File: src/mpi_defines.svh
// Notes on behaviour
// - interrupt sensing selectable: falling edge only, or falling edge plus low level
// - interrupt line low for one bus cycle sets the request latch
// - at instruction end, take interrupt only if latch set and mask clear
// - bus clock is oscillator divided by two or four, chosen by option bit
// - option register also selects crystal or resistor oscillator
// - direction bit one makes a pin output, zero makes it input
// - any reset clears all direction bits so pins start as inputs
// - output pin drives its port output data latch bit
// - two bidirectional ports, eight pins each, direction per pin
// - input-only port reads four pin levels, upper four bits read one
// - program counter addresses 2048 byte locations
// - main program memory decodes from 080 through 4b6 inclusive
// - vectors at 7f6 to 7ff, option register at 7f5
// - seven of lowest sixteen addresses decode to ports, directions and timer
// - RAM is 64 bytes, up to 32 of them stack
// - push decrements pointer, low pc byte first then upper three bits
// - pull increments pointer, restoring in reverse push order
// - subroutine call pushes only the two program counter bytes
// - program counter is an 11-bit register of next instruction address
// - index register is 8 bits and supplies indexed address offset
// - writes update latch; reads give pin for inputs, latch for outputs
// - masked request stays latched until mask is cleared
// - any reset clears the external interrupt request latch
`ifndef MPI_DEFINES_SVH
`define MPI_DEFINES_SVH
`define MPI_ADDR_W 11
`define MPI_PORTA_DATA 11'h000
`define MPI_PORTB_DATA 11'h001
`define MPI_PORTC_DATA 11'h002
`define MPI_PORTA_DIR 11'h004
`define MPI_PORTB_DIR 11'h005
`define MPI_TIMER_DATA 11'h008
`define MPI_TIMER_CTRL 11'h009
`define MPI_IO_TOP 11'h00f
`define MPI_RAM_LO 11'h040
`define MPI_RAM_HI 11'h07f
`define MPI_STK_LO 11'h060
`define MPI_MAIN_LO 11'h080
`define MPI_MAIN_HI 11'h4b6
`define MPI_OPT_ADDR 11'h7f5
`define MPI_VEC_LO 11'h7f6
`define MPI_VEC_HI 11'h7ff
`define MPI_SP_RESET 5'h1f
`define MPI_PCH_MASK 8'h07
`define MPI_PORTC_PAD 4'hf
`define MPI_OPT_DIV4_BIT 0
`define MPI_OPT_LEVEL_BIT 1
`define MPI_OPT_XTAL_BIT 2
`define MPI_RAM_WORDS 64
`endif

File: src/mpi_pkg.sv
`default_nettype none
package mpi_pkg;
  typedef enum logic [1:0] {
    MPI_REG_NONE,
    MPI_REG_PUSH,
    MPI_REG_PULL
  } mpi_stack_op_t;
  typedef enum logic [2:0] {
    MPI_REGION_NONE,
    MPI_REGION_IO,
    MPI_REGION_RAM,
    MPI_REGION_MAIN,
    MPI_REGION_OPT,
    MPI_REGION_VEC
  } mpi_region_t;
endpackage
`default_nettype wire

File: src/mpi_top.sv
`include "mpi_defines.svh"
`timescale 1ns/1ps
`default_nettype none
module mpi_top
  import mpi_pkg::*;
(
  // clock and reset
  input wire logic clk,
  input wire logic rst_b,
  // option fuses
  input wire logic [7:0] clock_and_irq_option_fuses,
  // cpu side
  input wire logic [10:0] cpu_addr,
  input wire logic cpu_wr,
  input wire logic cpu_rd,
  input wire logic [7:0] cpu_wdata,
  output logic [7:0] cpu_rdata,
  output logic [4:0] region,
  input wire logic insn_done,
  input wire logic irq_mask,
  output logic irq_take,
  input wire logic irq_ack,
  // stack side
  input wire logic call_push,
  input wire logic ret_pull,
  input wire logic [10:0] pc_load,
  input wire logic pc_load_en,
  input wire logic [7:0] index_load,
  input wire logic index_load_en,
  input wire logic [7:0] index_offset_base,
  output logic [10:0] program_counter,
  output logic [7:0] index_ea,
  output logic [10:0] stack_addr,
  output logic stack_busy,
  // pins
  input wire logic irq_pin_b,
  input wire logic [7:0] first_bidir_port_pins_in,
  output logic [7:0] first_bidir_port_pins_out,
  output logic [7:0] first_bidir_port_pins_oe,
  input wire logic [7:0] second_bidir_port_pins_in,
  output logic [7:0] second_bidir_port_pins_out,
  output logic [7:0] second_bidir_port_pins_oe,
  input wire logic [3:0] input_only_port_pins,
  output logic bus_en,
  output logic osc_is_xtal
);
  function automatic logic in_range(input logic [10:0] a, input logic [10:0] lo,
                                    input logic [10:0] hi);
    in_range = (a >= lo) && (a <= hi);
  endfunction

  // bus clock enable: divide by two or four
  logic [1:0] div_ff;
  logic div4;
  assign div4 = clock_and_irq_option_fuses[`MPI_OPT_DIV4_BIT];
  always_ff @(posedge clk or negedge rst_b) begin
    if (!rst_b) div_ff <= 2'h0;
    else div_ff <= div_ff + 2'h1;
  end
  assign bus_en = div4 ? (div_ff == 2'h3) : div_ff[0];
  assign osc_is_xtal = clock_and_irq_option_fuses[`MPI_OPT_XTAL_BIT];

  // address decode
  logic sel_io, sel_ram, sel_main, sel_opt, sel_vec;
  logic sel_pa, sel_pb, sel_pc, sel_da, sel_db, sel_tim;
  assign sel_io = cpu_addr <= `MPI_IO_TOP;
  assign sel_ram = in_range(cpu_addr, `MPI_RAM_LO, `MPI_RAM_HI);
  assign sel_main = in_range(cpu_addr, `MPI_MAIN_LO, `MPI_MAIN_HI);
  assign sel_opt = cpu_addr == `MPI_OPT_ADDR;
  assign sel_vec = in_range(cpu_addr, `MPI_VEC_LO, `MPI_VEC_HI);
  assign sel_pa = cpu_addr == `MPI_PORTA_DATA;
  assign sel_pb = cpu_addr == `MPI_PORTB_DATA;
  assign sel_pc = cpu_addr == `MPI_PORTC_DATA;
  assign sel_da = cpu_addr == `MPI_PORTA_DIR;
  assign sel_db = cpu_addr == `MPI_PORTB_DIR;
  assign sel_tim = in_range(cpu_addr, `MPI_TIMER_DATA, `MPI_TIMER_CTRL);
  assign region = {sel_vec | sel_opt, sel_main, sel_ram, sel_io, sel_tim};

  // ports
  logic [7:0] pa_rd, pb_rd, da_rd, db_rd;
  mpi_bidir_port #(.WIDTH(8)) u_port_a (
    .clk(clk), .rst_b(rst_b), .bus_en(bus_en),
    .data_wr(cpu_wr && sel_pa), .dir_wr(cpu_wr && sel_da), .wdata(cpu_wdata),
    .data_rd(pa_rd), .dir_rd(da_rd),
    .pin_in(first_bidir_port_pins_in), .pin_out(first_bidir_port_pins_out),
    .pin_oe(first_bidir_port_pins_oe)
  );
  mpi_bidir_port #(.WIDTH(8)) u_port_b (
    .clk(clk), .rst_b(rst_b), .bus_en(bus_en),
    .data_wr(cpu_wr && sel_pb), .dir_wr(cpu_wr && sel_db), .wdata(cpu_wdata),
    .data_rd(pb_rd), .dir_rd(db_rd),
    .pin_in(second_bidir_port_pins_in), .pin_out(second_bidir_port_pins_out),
    .pin_oe(second_bidir_port_pins_oe)
  );
  // input-only port: no writable state at all, so a write there is dropped
  logic [3:0] pc_meta_ff, pc_sync_ff;
  always_ff @(posedge clk or negedge rst_b) begin
    if (!rst_b) begin
      pc_meta_ff <= 4'h0;
      pc_sync_ff <= 4'h0;
    end else if (bus_en) begin
      pc_meta_ff <= input_only_port_pins;
      pc_sync_ff <= pc_meta_ff;
    end
  end
  logic [7:0] pc_rd;
  assign pc_rd = {`MPI_PORTC_PAD, pc_sync_ff};

  // ram with stack
  logic [7:0] ram [0:`MPI_RAM_WORDS-1];
  logic [5:0] ram_idx;
  logic [7:0] ram_rd_ff;
  assign ram_idx = cpu_addr[5:0];

  // interrupt latch
  logic irq_meta_ff, irq_sync_ff, irq_prev_ff, irq_latch_ff;
  logic level_mode, irq_fall, irq_low, nxt_irq_latch;
  assign level_mode = clock_and_irq_option_fuses[`MPI_OPT_LEVEL_BIT];
  assign irq_fall = irq_prev_ff && !irq_sync_ff;
  assign irq_low = !irq_sync_ff;
  always_ff @(posedge clk or negedge rst_b) begin
    if (!rst_b) begin
      irq_meta_ff <= 1'b1;
      irq_sync_ff <= 1'b1;
      irq_prev_ff <= 1'b1;
    end else if (bus_en) begin
      irq_meta_ff <= irq_pin_b;
      irq_sync_ff <= irq_meta_ff;
      irq_prev_ff <= irq_sync_ff;
    end
  end
  // set wins over acknowledge so a new edge in the ack cycle is kept
  logic irq_set;
  assign irq_set = bus_en && (irq_fall || (level_mode && irq_low));
  assign nxt_irq_latch = irq_set ? 1'b1 : (irq_ack ? 1'b0 : irq_latch_ff);
  always_ff @(posedge clk or negedge rst_b) begin
    if (!rst_b) irq_latch_ff <= 1'b0;
    else irq_latch_ff <= nxt_irq_latch;
  end
  assign irq_take = insn_done && irq_latch_ff && !irq_mask;

  // core registers
  logic [10:0] pc_ff;
  logic [7:0] x_ff;
  logic [4:0] sp_ff;
  logic [1:0] stk_cnt_ff;
  mpi_stack_op_t stk_op_ff;
  always_ff @(posedge clk or negedge rst_b) begin
    if (!rst_b) x_ff <= 8'h00;
    else if (index_load_en) x_ff <= index_load;
  end
  assign index_ea = index_offset_base + x_ff;
  assign program_counter = pc_ff;
  assign stack_addr = `MPI_STK_LO | {6'h00, sp_ff};
  assign stack_busy = stk_op_ff != MPI_REG_NONE;

  always_ff @(posedge clk or negedge rst_b) begin
    if (!rst_b) begin
      sp_ff <= `MPI_SP_RESET;
      stk_op_ff <= MPI_REG_NONE;
      stk_cnt_ff <= 2'h0;
      pc_ff <= `MPI_VEC_HI - 11'h001;
    end else begin
      case (stk_op_ff)
        MPI_REG_NONE: begin
          if (call_push) begin
            stk_op_ff <= MPI_REG_PUSH;
            stk_cnt_ff <= 2'h0;
          end else if (ret_pull) begin
            stk_op_ff <= MPI_REG_PULL;
            stk_cnt_ff <= 2'h0;
            sp_ff <= sp_ff + 5'h01;
          end else if (pc_load_en) begin
            pc_ff <= pc_load;
          end
        end
        MPI_REG_PUSH: begin
          sp_ff <= sp_ff - 5'h01;
          stk_cnt_ff <= stk_cnt_ff + 2'h1;
          if (stk_cnt_ff == 2'h1) begin
            stk_op_ff <= MPI_REG_NONE;
            if (pc_load_en) pc_ff <= pc_load;
          end
        end
        MPI_REG_PULL: begin
          stk_cnt_ff <= stk_cnt_ff + 2'h1;
          if (stk_cnt_ff == 2'h0) begin
            pc_ff[10:8] <= ram[{1'b1, sp_ff}][2:0];
            sp_ff <= sp_ff + 5'h01;
          end else begin
            pc_ff[7:0] <= ram[{1'b1, sp_ff}];
            stk_op_ff <= MPI_REG_NONE;
          end
        end
        default: stk_op_ff <= MPI_REG_NONE;
      endcase
    end
  end

  logic push_wr;
  logic [7:0] push_data;
  assign push_wr = stk_op_ff == MPI_REG_PUSH;
  assign push_data = (stk_cnt_ff == 2'h0) ? pc_ff[7:0] : (pc_ff[10:8] & `MPI_PCH_MASK);
  always_ff @(posedge clk) begin
    if (push_wr) ram[{1'b1, sp_ff}] <= push_data;
    else if (cpu_wr && sel_ram) ram[ram_idx] <= cpu_wdata;
    ram_rd_ff <= ram[ram_idx];
  end

  // read data
  logic [7:0] nxt_rdata, rdata_ff;
  assign nxt_rdata = sel_pa ? pa_rd :
                     sel_pb ? pb_rd :
                     sel_pc ? pc_rd :
                     sel_da ? da_rd :
                     sel_db ? db_rd :
                     sel_opt ? clock_and_irq_option_fuses : 8'h00;
  always_ff @(posedge clk or negedge rst_b) begin
    if (!rst_b) rdata_ff <= 8'h00;
    else if (cpu_rd) rdata_ff <= nxt_rdata;
  end
  assign cpu_rdata = sel_ram ? ram_rd_ff : rdata_ff;

  // request latch: an ack and a new request may meet, and the request must win
  AST_IRQ_TAKE: assert property (@(posedge clk) disable iff (!rst_b)
    (insn_done && irq_latch_ff && irq_mask) |-> !irq_take)
    else $error("interrupt taken while masked");
  AST_IRQ_GO: assert property (@(posedge clk) disable iff (!rst_b)
    (insn_done && irq_latch_ff && !irq_mask) |-> irq_take)
    else $error("unmasked request not taken");
  AST_IRQ_IDLE: assert property (@(posedge clk) disable iff (!rst_b)
    (!insn_done || !irq_latch_ff) |-> !irq_take)
    else $error("interrupt taken without request or instruction end");
  AST_IRQ_HOLD: assert property (@(posedge clk) disable iff (!rst_b)
    (irq_latch_ff && !irq_ack) |=> irq_latch_ff)
    else $error("pending request lost");
  AST_IRQ_ACK: assert property (@(posedge clk) disable iff (!rst_b)
    (irq_ack && !irq_set) |=> !irq_latch_ff)
    else $error("acknowledge did not clear request");
  AST_IRQ_SET: assert property (@(posedge clk) disable iff (!rst_b)
    irq_set |=> irq_latch_ff)
    else $error("request not latched");
  AST_LEVEL_SET: assert property (@(posedge clk) disable iff (!rst_b)
    (level_mode && bus_en && irq_low) |=> irq_latch_ff)
    else $error("low level did not request in level mode");
  AST_EDGE_ONLY: assert property (@(posedge clk) disable iff (!rst_b)
    (!level_mode && !irq_latch_ff && bus_en && !irq_fall) |=> !irq_latch_ff)
    else $error("level caused request in edge mode");
  AST_IRQ_RESET: assert property (@(posedge clk) $rose(rst_b) |-> !irq_latch_ff)
    else $error("latch not cleared by reset");

  // reset presets, address map and read data
  AST_CORE_RESET: assert property (@(posedge clk) $rose(rst_b) |->
    (program_counter == `MPI_VEC_HI - 11'h001 && stack_addr == `MPI_RAM_HI))
    else $error("core registers not preset by reset");
  AST_PC_LOAD: assert property (@(posedge clk) disable iff (!rst_b)
    (stk_op_ff == MPI_REG_NONE && !call_push && !ret_pull && pc_load_en)
      |=> program_counter == $past(pc_load))
    else $error("program counter load lost");
  AST_X_LOAD: assert property (@(posedge clk) disable iff (!rst_b)
    index_load_en |=> x_ff == $past(index_load))
    else $error("index register load lost");
  AST_PORTC: assert property (@(posedge clk) sel_pc |-> nxt_rdata[7:4] == 4'hf)
    else $error("input port upper bits not one");
  AST_REGION_ONE: assert property (@(posedge clk) $onehot0(region[4:1]))
    else $error("address decodes to two regions");
  AST_OPT_READ: assert property (@(posedge clk) disable iff (!rst_b)
    (cpu_rd && sel_opt) |=> rdata_ff == $past(clock_and_irq_option_fuses))
    else $error("option register read wrong");
  AST_UNMAPPED_READ: assert property (@(posedge clk) disable iff (!rst_b)
    (cpu_rd && !sel_io && !sel_opt) |=> rdata_ff == 8'h00)
    else $error("read outside the register block not zero");

  // ram and stack: a cpu write to ram in a push cycle is dropped, the push has priority
  AST_RAM_WRITE: assert property (@(posedge clk) disable iff (!rst_b)
    (cpu_wr && sel_ram && !push_wr) |=> ram[$past(ram_idx)] == $past(cpu_wdata))
    else $error("ram write lost");
  AST_STACK_RANGE: assert property (@(posedge clk)
    stack_addr >= `MPI_STK_LO && stack_addr <= `MPI_RAM_HI)
    else $error("stack pointer outside its region");
  AST_PUSH_TWO: assert property (@(posedge clk) disable iff (!rst_b)
    (stk_op_ff == MPI_REG_NONE && call_push) |=> ##1 (stk_op_ff == MPI_REG_PUSH)
      ##1 (stk_op_ff == MPI_REG_NONE && sp_ff == $past(sp_ff, 2) - 5'h02))
    else $error("call did not push two bytes");
  AST_PUSH_LOW: assert property (@(posedge clk) disable iff (!rst_b)
    (stk_op_ff == MPI_REG_NONE && call_push) |=> ##2
      (ram[{1'b1, $past(sp_ff, 3)}] == $past(pc_ff[7:0], 3)))
    else $error("low pc byte not stacked first");
  AST_PUSH_HIGH: assert property (@(posedge clk) disable iff (!rst_b)
    (stk_op_ff == MPI_REG_NONE && call_push) |=> ##2
      (ram[{1'b1, $past(sp_ff, 3) - 5'h01}] == {5'h00, $past(pc_ff[10:8], 3)}))
    else $error("upper pc bits not stacked second");
  AST_PULL_TWO: assert property (@(posedge clk) disable iff (!rst_b)
    (stk_op_ff == MPI_REG_NONE && !call_push && ret_pull)
      |=> (stk_op_ff == MPI_REG_PULL)
      ##1 (stk_op_ff == MPI_REG_PULL)
      ##1 (stk_op_ff == MPI_REG_NONE && sp_ff == $past(sp_ff, 3) + 5'h02))
    else $error("return did not pull two bytes");

  // bus enable divider
  AST_BUS_DIV: assert property (@(posedge clk) disable iff (!rst_b)
    (bus_en && !div4) |=> !bus_en ##1 bus_en)
    else $error("divide by two enable wrong");
  AST_BUS_DIV4: assert property (@(posedge clk) disable iff (!rst_b)
    (bus_en && div4) |=> !bus_en ##1 !bus_en ##1 !bus_en ##1 bus_en)
    else $error("divide by four enable wrong");
endmodule // mpi_top
`default_nettype wire

File: src/mpi_bidir_port.sv
`timescale 1ns/1ps
`default_nettype none
module mpi_bidir_port #(
  parameter int WIDTH = 8
) (
  // clock and reset
  input wire logic clk,
  input wire logic rst_b,
  input wire logic bus_en,
  // register access
  input wire logic data_wr,
  input wire logic dir_wr,
  input wire logic [WIDTH-1:0] wdata,
  output logic [WIDTH-1:0] data_rd,
  output logic [WIDTH-1:0] dir_rd,
  // pins
  input wire logic [WIDTH-1:0] pin_in,
  output logic [WIDTH-1:0] pin_out,
  output logic [WIDTH-1:0] pin_oe
);
  if (WIDTH < 1 || WIDTH > 8) begin : g_bad_width
    $error("port width must be 1 to 8");
  end
  logic [WIDTH-1:0] latch_ff;
  logic [WIDTH-1:0] dir_ff;
  logic [WIDTH-1:0] meta_ff;
  logic [WIDTH-1:0] sync_ff;
  // data latch is not reset: direction bits and the input synchroniser are cleared by reset
  always_ff @(posedge clk) begin
    if (bus_en && data_wr) latch_ff <= wdata;
  end
  always_ff @(posedge clk or negedge rst_b) begin
    if (!rst_b) begin
      dir_ff <= '0;
      meta_ff <= '0;
      sync_ff <= '0;
    end else if (bus_en) begin
      if (dir_wr) dir_ff <= wdata;
      meta_ff <= pin_in;
      sync_ff <= meta_ff;
    end
  end
  genvar g;
  generate
    for (g = 0; g < WIDTH; g++) begin : g_pin
      assign pin_oe[g] = dir_ff[g];
      assign pin_out[g] = latch_ff[g];
      assign data_rd[g] = dir_ff[g] ? latch_ff[g] : sync_ff[g];
    end
  endgenerate
  assign dir_rd = dir_ff;
  AST_DIR_RESET: assert property (@(posedge clk) $rose(rst_b) |-> pin_oe == '0)
    else $error("direction not cleared by reset");
  AST_OUT_DRIVE: assert property (@(posedge clk) disable iff (!rst_b)
    (bus_en && data_wr) |=> pin_out == $past(wdata))
    else $error("output pin does not drive latch");
  AST_DIR_WRITE: assert property (@(posedge clk) disable iff (!rst_b)
    (bus_en && dir_wr) |=> pin_oe == $past(wdata))
    else $error("direction write not applied to pin enables");
endmodule // mpi_bidir_port
`default_nettype wire

File: config.mk
export PLATFORM = sky130hd
export DESIGN_NAME = mpi_top
export DESIGN_NICKNAME = d
export VERILOG_FILES = /design/src/mpi_pkg.sv /design/src/mpi_top.sv /design/src/mpi_bidir_port.sv
export VERILOG_INCLUDE_DIRS = /design/src
export SDC_FILE = /design/constraint.sdc
export NUM_CORES = 1
export LEC_CHECK = 0
export BUFFER_PORTS_ARGS = -buffer_cell sky130_fd_sc_hd__buf_2
export CAP_MARGIN = 40
export CORE_MARGIN = 2
export CORE_UTILIZATION = 40
export CTS_BUF_LIST = sky130_fd_sc_hd__clkbuf_8
export DETAILED_ROUTE_END_ITERATION = 8
export PLACE_DENSITY = 0.65
export SLEW_MARGIN = 0
export SYNTH_ARGS = -nofsm -noshare
export SYNTH_HDL_FRONTEND = slang
export SYNTH_HIERARCHICAL = 1
export SYNTH_SLANG_ARGS = --single-unit
File: constraint.sdc
create_clock -name clk -period 8.81 [get_ports clk]
set_input_delay 1.762 -clock clk [delete_from_list [all_inputs] [get_ports clk]]
set_output_delay 1.762 -clock clk [all_outputs]
set_load 0.03 [all_outputs]
# After elaboration in Yosys (flattened, before gate mapping)
# Memory sizes are Yosys's and may differ from the RTL's. A register that Yosys moved wholly into a read port is not among the register bits.
# Index checks and enable logic that the tools add are counted.
# classes
n_addsub	5
order_cmp	9
eq_ne	16
muxes	54
bitwise_logic	1
reduce_logical	35
# op_table
operator	n
$mux 8	10
$mux 11	4
$pmux 11 s3	1
$mux 1	25
$eq 11x3->1 const B	2
$le 11x11->1 const B	2
$le 11x4->1 const B	2
$logic_and 1x1->1	16
$mux 5	3
$pmux 5 s3	1
$mux 2	6
$eq 11x1->1 const B	1
$eq 11x11->1 const B	1
$eq 11x2->1 const B	1
$ge 11x11->1 const B	1
$ge 11x4->1 const B	1
$ge 11x7->1 const B	1
$ge 11x8->1 const B	1
$le 11x7->1 const B	1
$logic_not 11->1	1
$ne 2x2->1 const B	5
$reduce_and 5->1	2
$add 8x8->8	1
$reduce_or 8->1	1
21 further kinds	30
# totals
ff_bits	114
mem_bits_rw	512
elab_cells	143
memories	1
# mem_list
name	words	word_bits	rd	rd_clocked_by_memory_dff	wr	line	text
ram	64	8	2	1	1	mpi_top.sv:110	logic [7:0] ram [0:`MPI_RAM_WORDS-1];

# Logic depth before layout (Yosys ltp)
# Gate-level depths: netlist (run 1).
# logic_depth
ltp_word	8
ltp_mapped	10
ltp_nobuf	10

# Cells and area by module
# The synthesis (run 1) kept the hierarchy.
# modules_own_cells
mod	n_inst	cells_per_inst	area_each_um2	seq_area_each_um2
mpi_top	1	1471	25450.7	16808.6
mpi_bidir_port	2	76	1383.8	840.8

# Worst setup path after synthesis (run 1)
# Ideal clock, no wire load.
# synth_path
path_kind	input-to-reg
from	input cpu_addr[7]
to	memory ram[0][1], data pin
setup_ns	0.702
arrival_time_ns	4.845
t_required_ns	8.108
setup_slack_ns	3.263
path_stages	5
path_buffers	2
cell_sequence	or4_4 nor4_4 buf_2 buf_2 o21ai_0
# synth_between
elab_chain_len	8
# synth_rtl
element	line	text
start, declared	mpi_top.sv:13	input wire logic [10:0] cpu_addr,
$ge 11x7->1 / $le 11x7->1 (equally long branches)	mpi_top.sv:49	in_range = (a >= lo) && (a <= hi);
$logic_and 1x1->1 *	mpi_top.sv:49	
$logic_and 1x1->1 *	mpi_top.sv:206	else if (cpu_wr && sel_ram) ram[ram_idx] <= cpu_wdata;
$mux 1 *	mpi_top.sv:206	
$mux 1 *	mpi_top.sv:205	if (push_wr) ram[{1'b1, sp_ff}] <= push_data;
$mux 1 (implied by the code) *	mpi_top.sv:206	
$reduce_or 8->1 (no source line) *	n/a	
$mux 8 (no source line) *	n/a	
end, declared	mpi_top.sv:110	
# Every way passes the cells marked *; elsewhere a longest branch is shown, timed or not.

# Worst setup path after layout (run 1)
# layout_path
from	input cpu_addr[0]
to	output region[4]
# layout_between
elab_chain_len	3
# layout_rtl
element	line	text
$ge 11x11->1 / $le 11x11->1 (equally long branches)	mpi_top.sv:49	
$logic_and 1x1->1	mpi_top.sv:49	
$or 1x1->1 *	mpi_top.sv:77	assign region = {sel_vec | sel_opt, sel_main, sel_ram, sel_io, sel_tim};
end, declared	mpi_top.sv:18	output logic [4:0] region,
# Marks and branches as above.

==> results of run 1 <==
==> how the worst min path moves through the flow <==
stage,startpoint,to,depth (start not counted)
floorplan,div_ff[0],div_ff[0],1
global placement,div_ff[0],div_ff[0],1
detailed placement,div_ff[0],div_ff[0],1
CTS,div_ff[0],div_ff[0],1
global route,div_ff[1],div_ff[1],1
finish,div_ff[0],div_ff[0],1
==> placed cells by master, fill, tap and decap left out, types with 9 or more instances in the layout <==
cell type / instances
clkinv_1: 24
mux2_4: 34
mux2_2: 61
inv_1: 58
nor2b_1: 15
clkbuf_8: 100
nor3_1: 10
dfstp_2: 17
nand2_1: 71
edfxtp_1: 528
buf_2: 156
o221ai_1: 9
a221oi_1: 24
nand3_1: 16
nand2b_1: 9
o21ai_0: 15
mux2i_1: 20
ha_1: 17
mux4_2: 187
nor2_1: 112
dfrtp_1: 80
a22o_1: 19
a21oi_1: 30
o31ai_1: 9
clkinv_2: 18
a22oi_1: 51
xnor2_1: 10
a31oi_1: 13
and3_1: 9
buf_4: 59
==> worst reg2reg max path, delay by kind of cell, from the launching register on <==
| kind | cells | cell delay, ns |
|---|---|---|
| flip-flops | 1 | 0.40 |
| AND/OR/NAND/NOR | 3 | 1.93 |
| adder cells (fa/ha/maj) | 1 | 0.20 |
| buffers and inverters | 3 | 0.65 |
| AO/OA/AOI/OAI | 2 | 0.46 |
==> flip-flops by register name, summed over array words and instances (netlist names), 4 cells and up <==
| register | count |
|---|---|
| u_port_b/sync_ff | 8 |
| rdata_ff | 8 |
| u_port_b/dir_rd | 8 |
| u_port_b/meta_ff | 8 |
| u_port_b/pin_out | 8 |
| ram_rd_ff | 8 |
| pc_sync_ff | 4 |
| u_port_a/meta_ff | 8 |
| x_ff | 8 |
| sp_ff | 5 |
| pc_meta_ff | 4 |
| program_counter | 11 |
| u_port_a/pin_out | 8 |
| u_port_a/sync_ff | 8 |
| ram | 512 |
| u_port_a/dir_rd | 8 |
==> metal layers <==
layer  routed length, um  GRT usage [%]  up-vias
met5                   0              0        -
met4                2780           8.64        0
met3                6370           4.29      150
met2               36700           33.7      937
met1               30000           27.3     8628
li1                    -              -     6967
==> metrics by stage <==
stage | utilization, % | total power, W | instance area, um^2 | worst slack, ns | std cells
floorplan | - | 0.00540 | 28200 | 3.26 | 1627
global placement | 42.6 | 0.00613 | 29800 | 3.38 | 2629
detailed placement | 43.2 | 0.00622 | 30200 | 3.37 | 2670
CTS | 45.8 | 0.00849 | 32000 | 3.37 | 2850
global route | 45.8 | 0.00879 | 32000 | 3.21 | 2850
finish | 45.8 | 0.00845 | 32000 | 3.37 | 2851
==> final cells by class <==
type / count / area (um^2) / share of cell area, %
flip-flops and latches: 634 / 18500 / 57.8
diodes: 1 / 2.50 / 0.00782
clock buffers: 100 / 1380 / 4.30
repair buffers: 225 / 1400 / 4.36
multi-input cells: 841 / 9000 / 28.1
well taps: 940 / 1180 / 3.68
clock inverters: 80 / 425 / 1.33
inverters: 30 / 113 / 0.352
==> logic make-up (layout without fill, tap and decap cells) <==
kind of cell,count (synthesis),count (layout)
xor+xnor,11,11
simple gates,275,275
fa+ha+maj,19,19
flops,634,634
compound gates,228,228
mux,302,302
buf+inv,152,435
other cells,2,7
==> power by group through the flow <==
stage               clock, W  sequential, W  combinational (W)
global route         0.00246        0.00400            0.00232
detailed placement         0        0.00404            0.00217
finish               0.00229        0.00398            0.00218
CTS                  0.00234        0.00398            0.00217
global placement           0        0.00407            0.00206
floorplan                  0        0.00404            0.00136
==> flow_metrics.tcl, run 1 <==
set metrics [dict create \
    status "complete, no violations" \
    p_int_w 0.00569 \
    vias 16700 \
    first_iter_violations 1861 \
    crit_cells 6 \
    grt_start_max_net_pins 98 \
    power_switching_w 0.00276 \
    p_leak_nw 11.3 \
    io_buffers 158 \
    r2r_end "ram[34][1]" \
    die_area_um2 72700 \
    start_kind "primary input" \
    synth_seq_cells 634 \
    holdWs_ns 0.446 \
    via_per_inst 5.85 \
    yosysTopAreaCell "edfxtp_1" \
    dieHeight_um 270 \
    synthesis.area_um2 28200 \
    cp-end-kind "output pin" \
    cts.sinks 634 \
    synth_top_cell_area_share_pct 56.2 \
    slowest_delay_ns 0.55 \
    synth_cells 1623 \
    rsz0062_at_grt "no" \
    critical_path_arrival_ns 3.68 \
    hpwl_um 50700 \
    wl_per_cell_um 26.6 \
    ir_drop_mv 0.198 \
    path_cells "buf_8 > clkinv_1 > nand2_1 > a21oi_1 > nor3_1 > buf_2" \
    cp-endpoint "region[4]" \
    finalNetCount 1935 \
    slowest_stage "clkinv_1" \
    reg2reg_depth 9 \
    drv_cap 0 \
    switching_share_pct 32.6 \
    yosys_warnings 6 \
    routabilityCongestion 0.933 \
    wl_um 75900 \
    synth_adder_area_share_pct 0.896 \
    clk-insertion-delay-late_ns 0.75 \
    antenna_found_initial 1 \
    numCtsBuffers 98 \
    synthFlopType "edfxtp_1" \
    netlist-cell-type-count 70 \
    root_buffer "clkbuf_8" \
    start_util_pct 40.4 \
    synthXorXnorAreaFrac_pct 0.341 \
    period_needed_ns 5.44 \
    finalHoldViolations 0 \
    gr-usage-all-layers_pct 20.8 \
    grt_pass1_wl_um 113000 \
    area_growth_pct 13.4 \
    crit_path_start "cpu_addr[0]" \
    placeableCoreArea_um2 69900 \
    power_density_nw_per_um2 264 \
    post_cts_resized 0 \
    relSlewSlack_pct 34.1 \
    slew_viol_final 0 \
    muxShareOfSynthArea_pct 19.9 \
    synth_area_leaders "edfxtp_1 56%, mux4_2 15%, dfrtp_1 7.1%" \
    required_ns 7.05 \
    grt_pass1_vias 17100 \
    p_seq_share_pct 47.1 \
    holdBufCountCts 0 \
    comb_power_share_pct 25.8 \
    tns_ns 0 \
    r2r_slack_ns 4.81 \
    dieWidth_um 270 \
    layout-drive-gt1-share_pct 35.4 \
    avgSynthCellArea_um2 17.4 \
    synth_top_family_by_area "multiplexers" \
    antenna_left 0 \
    overflow 0 \
    crit_type "in2out" \
    r2r-start "stk_op_ff[1]" \
    cts_setup_buffers 0 \
    pin_count 165 \
    synth_compound_area_share_pct 5.87 \
    tritoncts "yes" \
    synth.most_common_cell "edfxtp_1" \
    cp_max_fo 70 \
    clkTransAtPathRegs_ns 0.06 \
    dr.pass1.iters 6 \
    fillers 6050 \
    synthSimpleGateAreaFrac_pct 4.65 \
    async_flop_share_pct 15.5 \
    ys_top_cells_by_count "528 x edfxtp_1, 187 x mux4_2, 113 x nor2_1" \
    yosysSeqAreaShare_pct 65.5 \
    fin_crit_sh_pct 61.7 \
    setup_violations 0 \
    synth-edff-count 528 \
    pwr-share-clk_pct 27.1 \
    cp_num_buf_inv 3 \
    hold_class "reg2reg" \
    drc_errors 0 \
    critPathTopFamily "buffers and inverters" \
    fin_skew_ns 0.0644 \
    cts-htree-levels 3 \
    tightest_slew_ns 0.989 \
    rows 97 \
    max_freq_mhz 184 \
    clock_path_buffers 3 \
]
Power figures use the tool's default switching activity.
==> run 2, diff against run 1 <==
--- a/config.mk
+++ b/config.mk
@@ -6,13 +6,14 @@
 export SDC_FILE = /design/constraint.sdc
 export NUM_CORES = 1
 export LEC_CHECK = 0
+export ABC_AREA = 1
 export BUFFER_PORTS_ARGS = -buffer_cell sky130_fd_sc_hd__buf_2
 export CAP_MARGIN = 40
 export CORE_MARGIN = 2
 export CORE_UTILIZATION = 40
 export CTS_BUF_LIST = sky130_fd_sc_hd__clkbuf_8
 export DETAILED_ROUTE_END_ITERATION = 8
-export PLACE_DENSITY = 0.65
+export PLACE_DENSITY = 0.67
 export SLEW_MARGIN = 0
 export SYNTH_ARGS = -nofsm -noshare
 export SYNTH_HDL_FRONTEND = slang
==> constraint.sdc (replaced) <==
create_clock -name clk -period 4.5 [get_ports clk]
set_input_delay 0.9 -clock clk [delete_from_list [all_inputs] [get_ports clk]]
set_output_delay 0.9 -clock clk [all_outputs]
set_load 0.03 [all_outputs]
==> run 2 against run 1 <==
  * Hold slack lost 0.32 ns
  * Cell area grew 2.9%
  * Register-to-register slack lost 3.7 ns
  * Highest routed layer is now met5
==> flow_metrics.tcl, run 2 <==
set metrics [dict create \
    cp_max_fo 16 \
    clk-insertion-delay-late_ns 0.73 \
    antenna_left 0 \
    tightest_slew_ns 0.901 \
    dp_cells 3920 \
    cts_setup_buffers 0 \
    pwr-share-clk_pct 25.8 \
    tritoncts "yes" \
    root_buffer "clkbuf_8" \
    max_freq_mhz 277 \
    final_cell_mix "1143 x nand2_1, 528 x edfxtp_1, 274 x nand3_1" \
    drc_errors 0 \
    overflow 0 \
    wl_per_cell_um 21.5 \
    grt_pass1_wl_um 131000 \
    hold_class "in2async" \
    yosysSeqAreaShare_pct 63.6 \
    reg2reg_depth 9 \
    grt_pass1_vias 21500 \
    numCtsBuffers 99 \
    netlist-cell-type-count 50 \
    hpwl_um 58800 \
    antenna_found_initial 5 \
    io_buffers 158 \
    clkTransAtPathRegs_ns 0.06 \
    ys_top_cells_by_count "1148 x nand2_1, 528 x edfxtp_1, 274 x nand3_1" \
    largest_register_ffs 512 \
    power_switching_w 0.00685 \
    placeableCoreArea_um2 71700 \
    async_flop_share_pct 15.5 \
    required_ns 3.60 \
    synthFlopType "edfxtp_1" \
    pin_count 165 \
    multi_input_area_um2 9320 \
    switching_share_pct 37.3 \
    rsz0062_at_grt "no" \
    period_needed_ns 3.61 \
    max_flop_register "ram" \
    start_util_pct 40.5 \
    r2r_slack_ns 1.14 \
    rows 98 \
    dieWidth_um 274 \
    crit_type "in2out" \
    holdBufCountCts 0 \
    crit_path_start "cpu_addr[4]" \
    dieHeight_um 274 \
    area_growth_pct 13.2 \
    r2r-start "stk_op_ff[1]" \
    grt_start_max_net_pins 110 \
    fin_skew_ns 0.0297 \
    cts.sinks 634 \
    die_area_um2 74900 \
    synth.most_common_cell "nand2_1" \
    via_per_inst 5.51 \
    r2r_end "ram[15][3]" \
    finalHoldViolations 0 \
    yosys_warnings 6 \
    p_seq_share_pct 42.7 \
    avgSynthCellArea_um2 10.0 \
    vias 22600 \
    relSlewSlack_pct 40.0 \
    synthesis.area_um2 29100 \
    wl_um 88200 \
    comb_power_share_pct 31.5 \
    synth_area_leaders "edfxtp_1 55%, nand2_1 15%, dfrtp_1 6.9%" \
    fillers 6629 \
    setup_violations 0 \
    synth-edff-count 528 \
    first_iter_violations 3110 \
    drv_cap 0 \
    start_kind "primary input" \
    slew_viol_final 0 \
    ff_latch_area_um2 18500 \
    final_cells 4102 \
    gr-usage-all-layers_pct 23.3 \
    status "complete, no violations" \
    synth_seq_cells 634 \
    clock_path_buffers 3 \
    fin_crit_sh_pct 80.2 \
    synth_top_cell_area_share_pct 54.5 \
    finalNetCount 3176 \
    routabilityCongestion 0.951 \
    yosysTopAreaCell "edfxtp_1" \
    post_cts_resized 0 \
    cp-end-kind "output pin" \
    critical_path_arrival_ns 2.71 \
    dr.pass1.iters 8 \
    cp-endpoint "region[0]" \
    p_leak_nw 13.1 \
    layout_commonest_cell "nand2_1" \
    p_int_w 0.0115 \
    holdWs_ns 0.126 \
    synth_cells 2908 \
    ir_drop_mv 0.458 \
    power_density_nw_per_um2 558 \
    layout-drive-gt1-share_pct 15.1 \
    cts-htree-levels 3 \
]
[run 2: logic make-up after synthesis]
family	after synthesis	share of synthesized area, %
XOR/XNOR	11	0.331
buffers and inverters	284	4.66
AO/OA/AOI/OAI	202	4.71
flip-flops	634	63.6
adder cells (fa/ha/maj)	19	0.869
AND/OR/NAND/NOR	1746	25.4
other	2	0.0258
multiplexers	10	0.374
[run 2: power by group through the flow]
stage / Clock, W / Sequential (W) / Combinational, W
global placement: 0 / 0.00795 / 0.00551
detailed placement: 0 / 0.00795 / 0.00566
global route: 0.00508 / 0.00786 / 0.00619
finish: 0.00474 / 0.00784 / 0.00578
floorplan: 0 / 0.00809 / 0.00314
CTS: 0.00481 / 0.00783 / 0.00567
[run 2: how the worst min path moves through the flow]
stage,from,to,depth (start not counted)
final,rst_b,pc_meta_ff[0],1
after global routing,rst_b,pc_meta_ff[0],1
after CTS,rst_b,u_port_a/sync_ff[1],1
after detailed placement,div_ff[0],div_ff[0],1
after global placement,div_ff[0],div_ff[0],1
after floorplan,div_ff[0],div_ff[0],1
[run 2: through the flow]
stage / TNS, ns / worst slack, ns / util, % / cell area [um^2] / power [W]
2_1_floorplan: -70.78 / -0.369 / - / 29100 / 0.0112
3_3_place_gp: 0 / 0.666 / 43.1 / 30900 / 0.0135
3_5_place_dp: 0 / 0.525 / 43.2 / 31000 / 0.0136
4_1_cts: 0 / 0.884 / 45.9 / 32900 / 0.0183
5_1_grt: 0 / 0.770 / 45.9 / 32900 / 0.0191
6_report: 0 / 0.893 / 45.9 / 32900 / 0.0184
[run 2: per-layer routing]
layer,part of all wire [%],global-route usage [%]
met1,39,31.2
met2,45,36.1
met3,11,5.17
met4,4.3,10.6
met5,0.053,0
[run 2: layout make-up]
class                      instances  share of cell area (%)
timing repair buffer             235                    4.84
antenna                            3                  0.0228
clock buffer                     100                    4.18
multi-input combinational       1994                    28.3
sequential                       634                    56.2
tap                              950                    3.61
inverter                         107                    1.24
clock inverter                    79                    1.59
[run 2: critical path, stage by stage]
cell	delay (ns)
buf_2	0.21
inv_2	0.28
nand2_1	0.09
nor2_1	0.10
buf_4	0.22
inv_1	0.09
nor4_1	0.48
buf_2	0.31
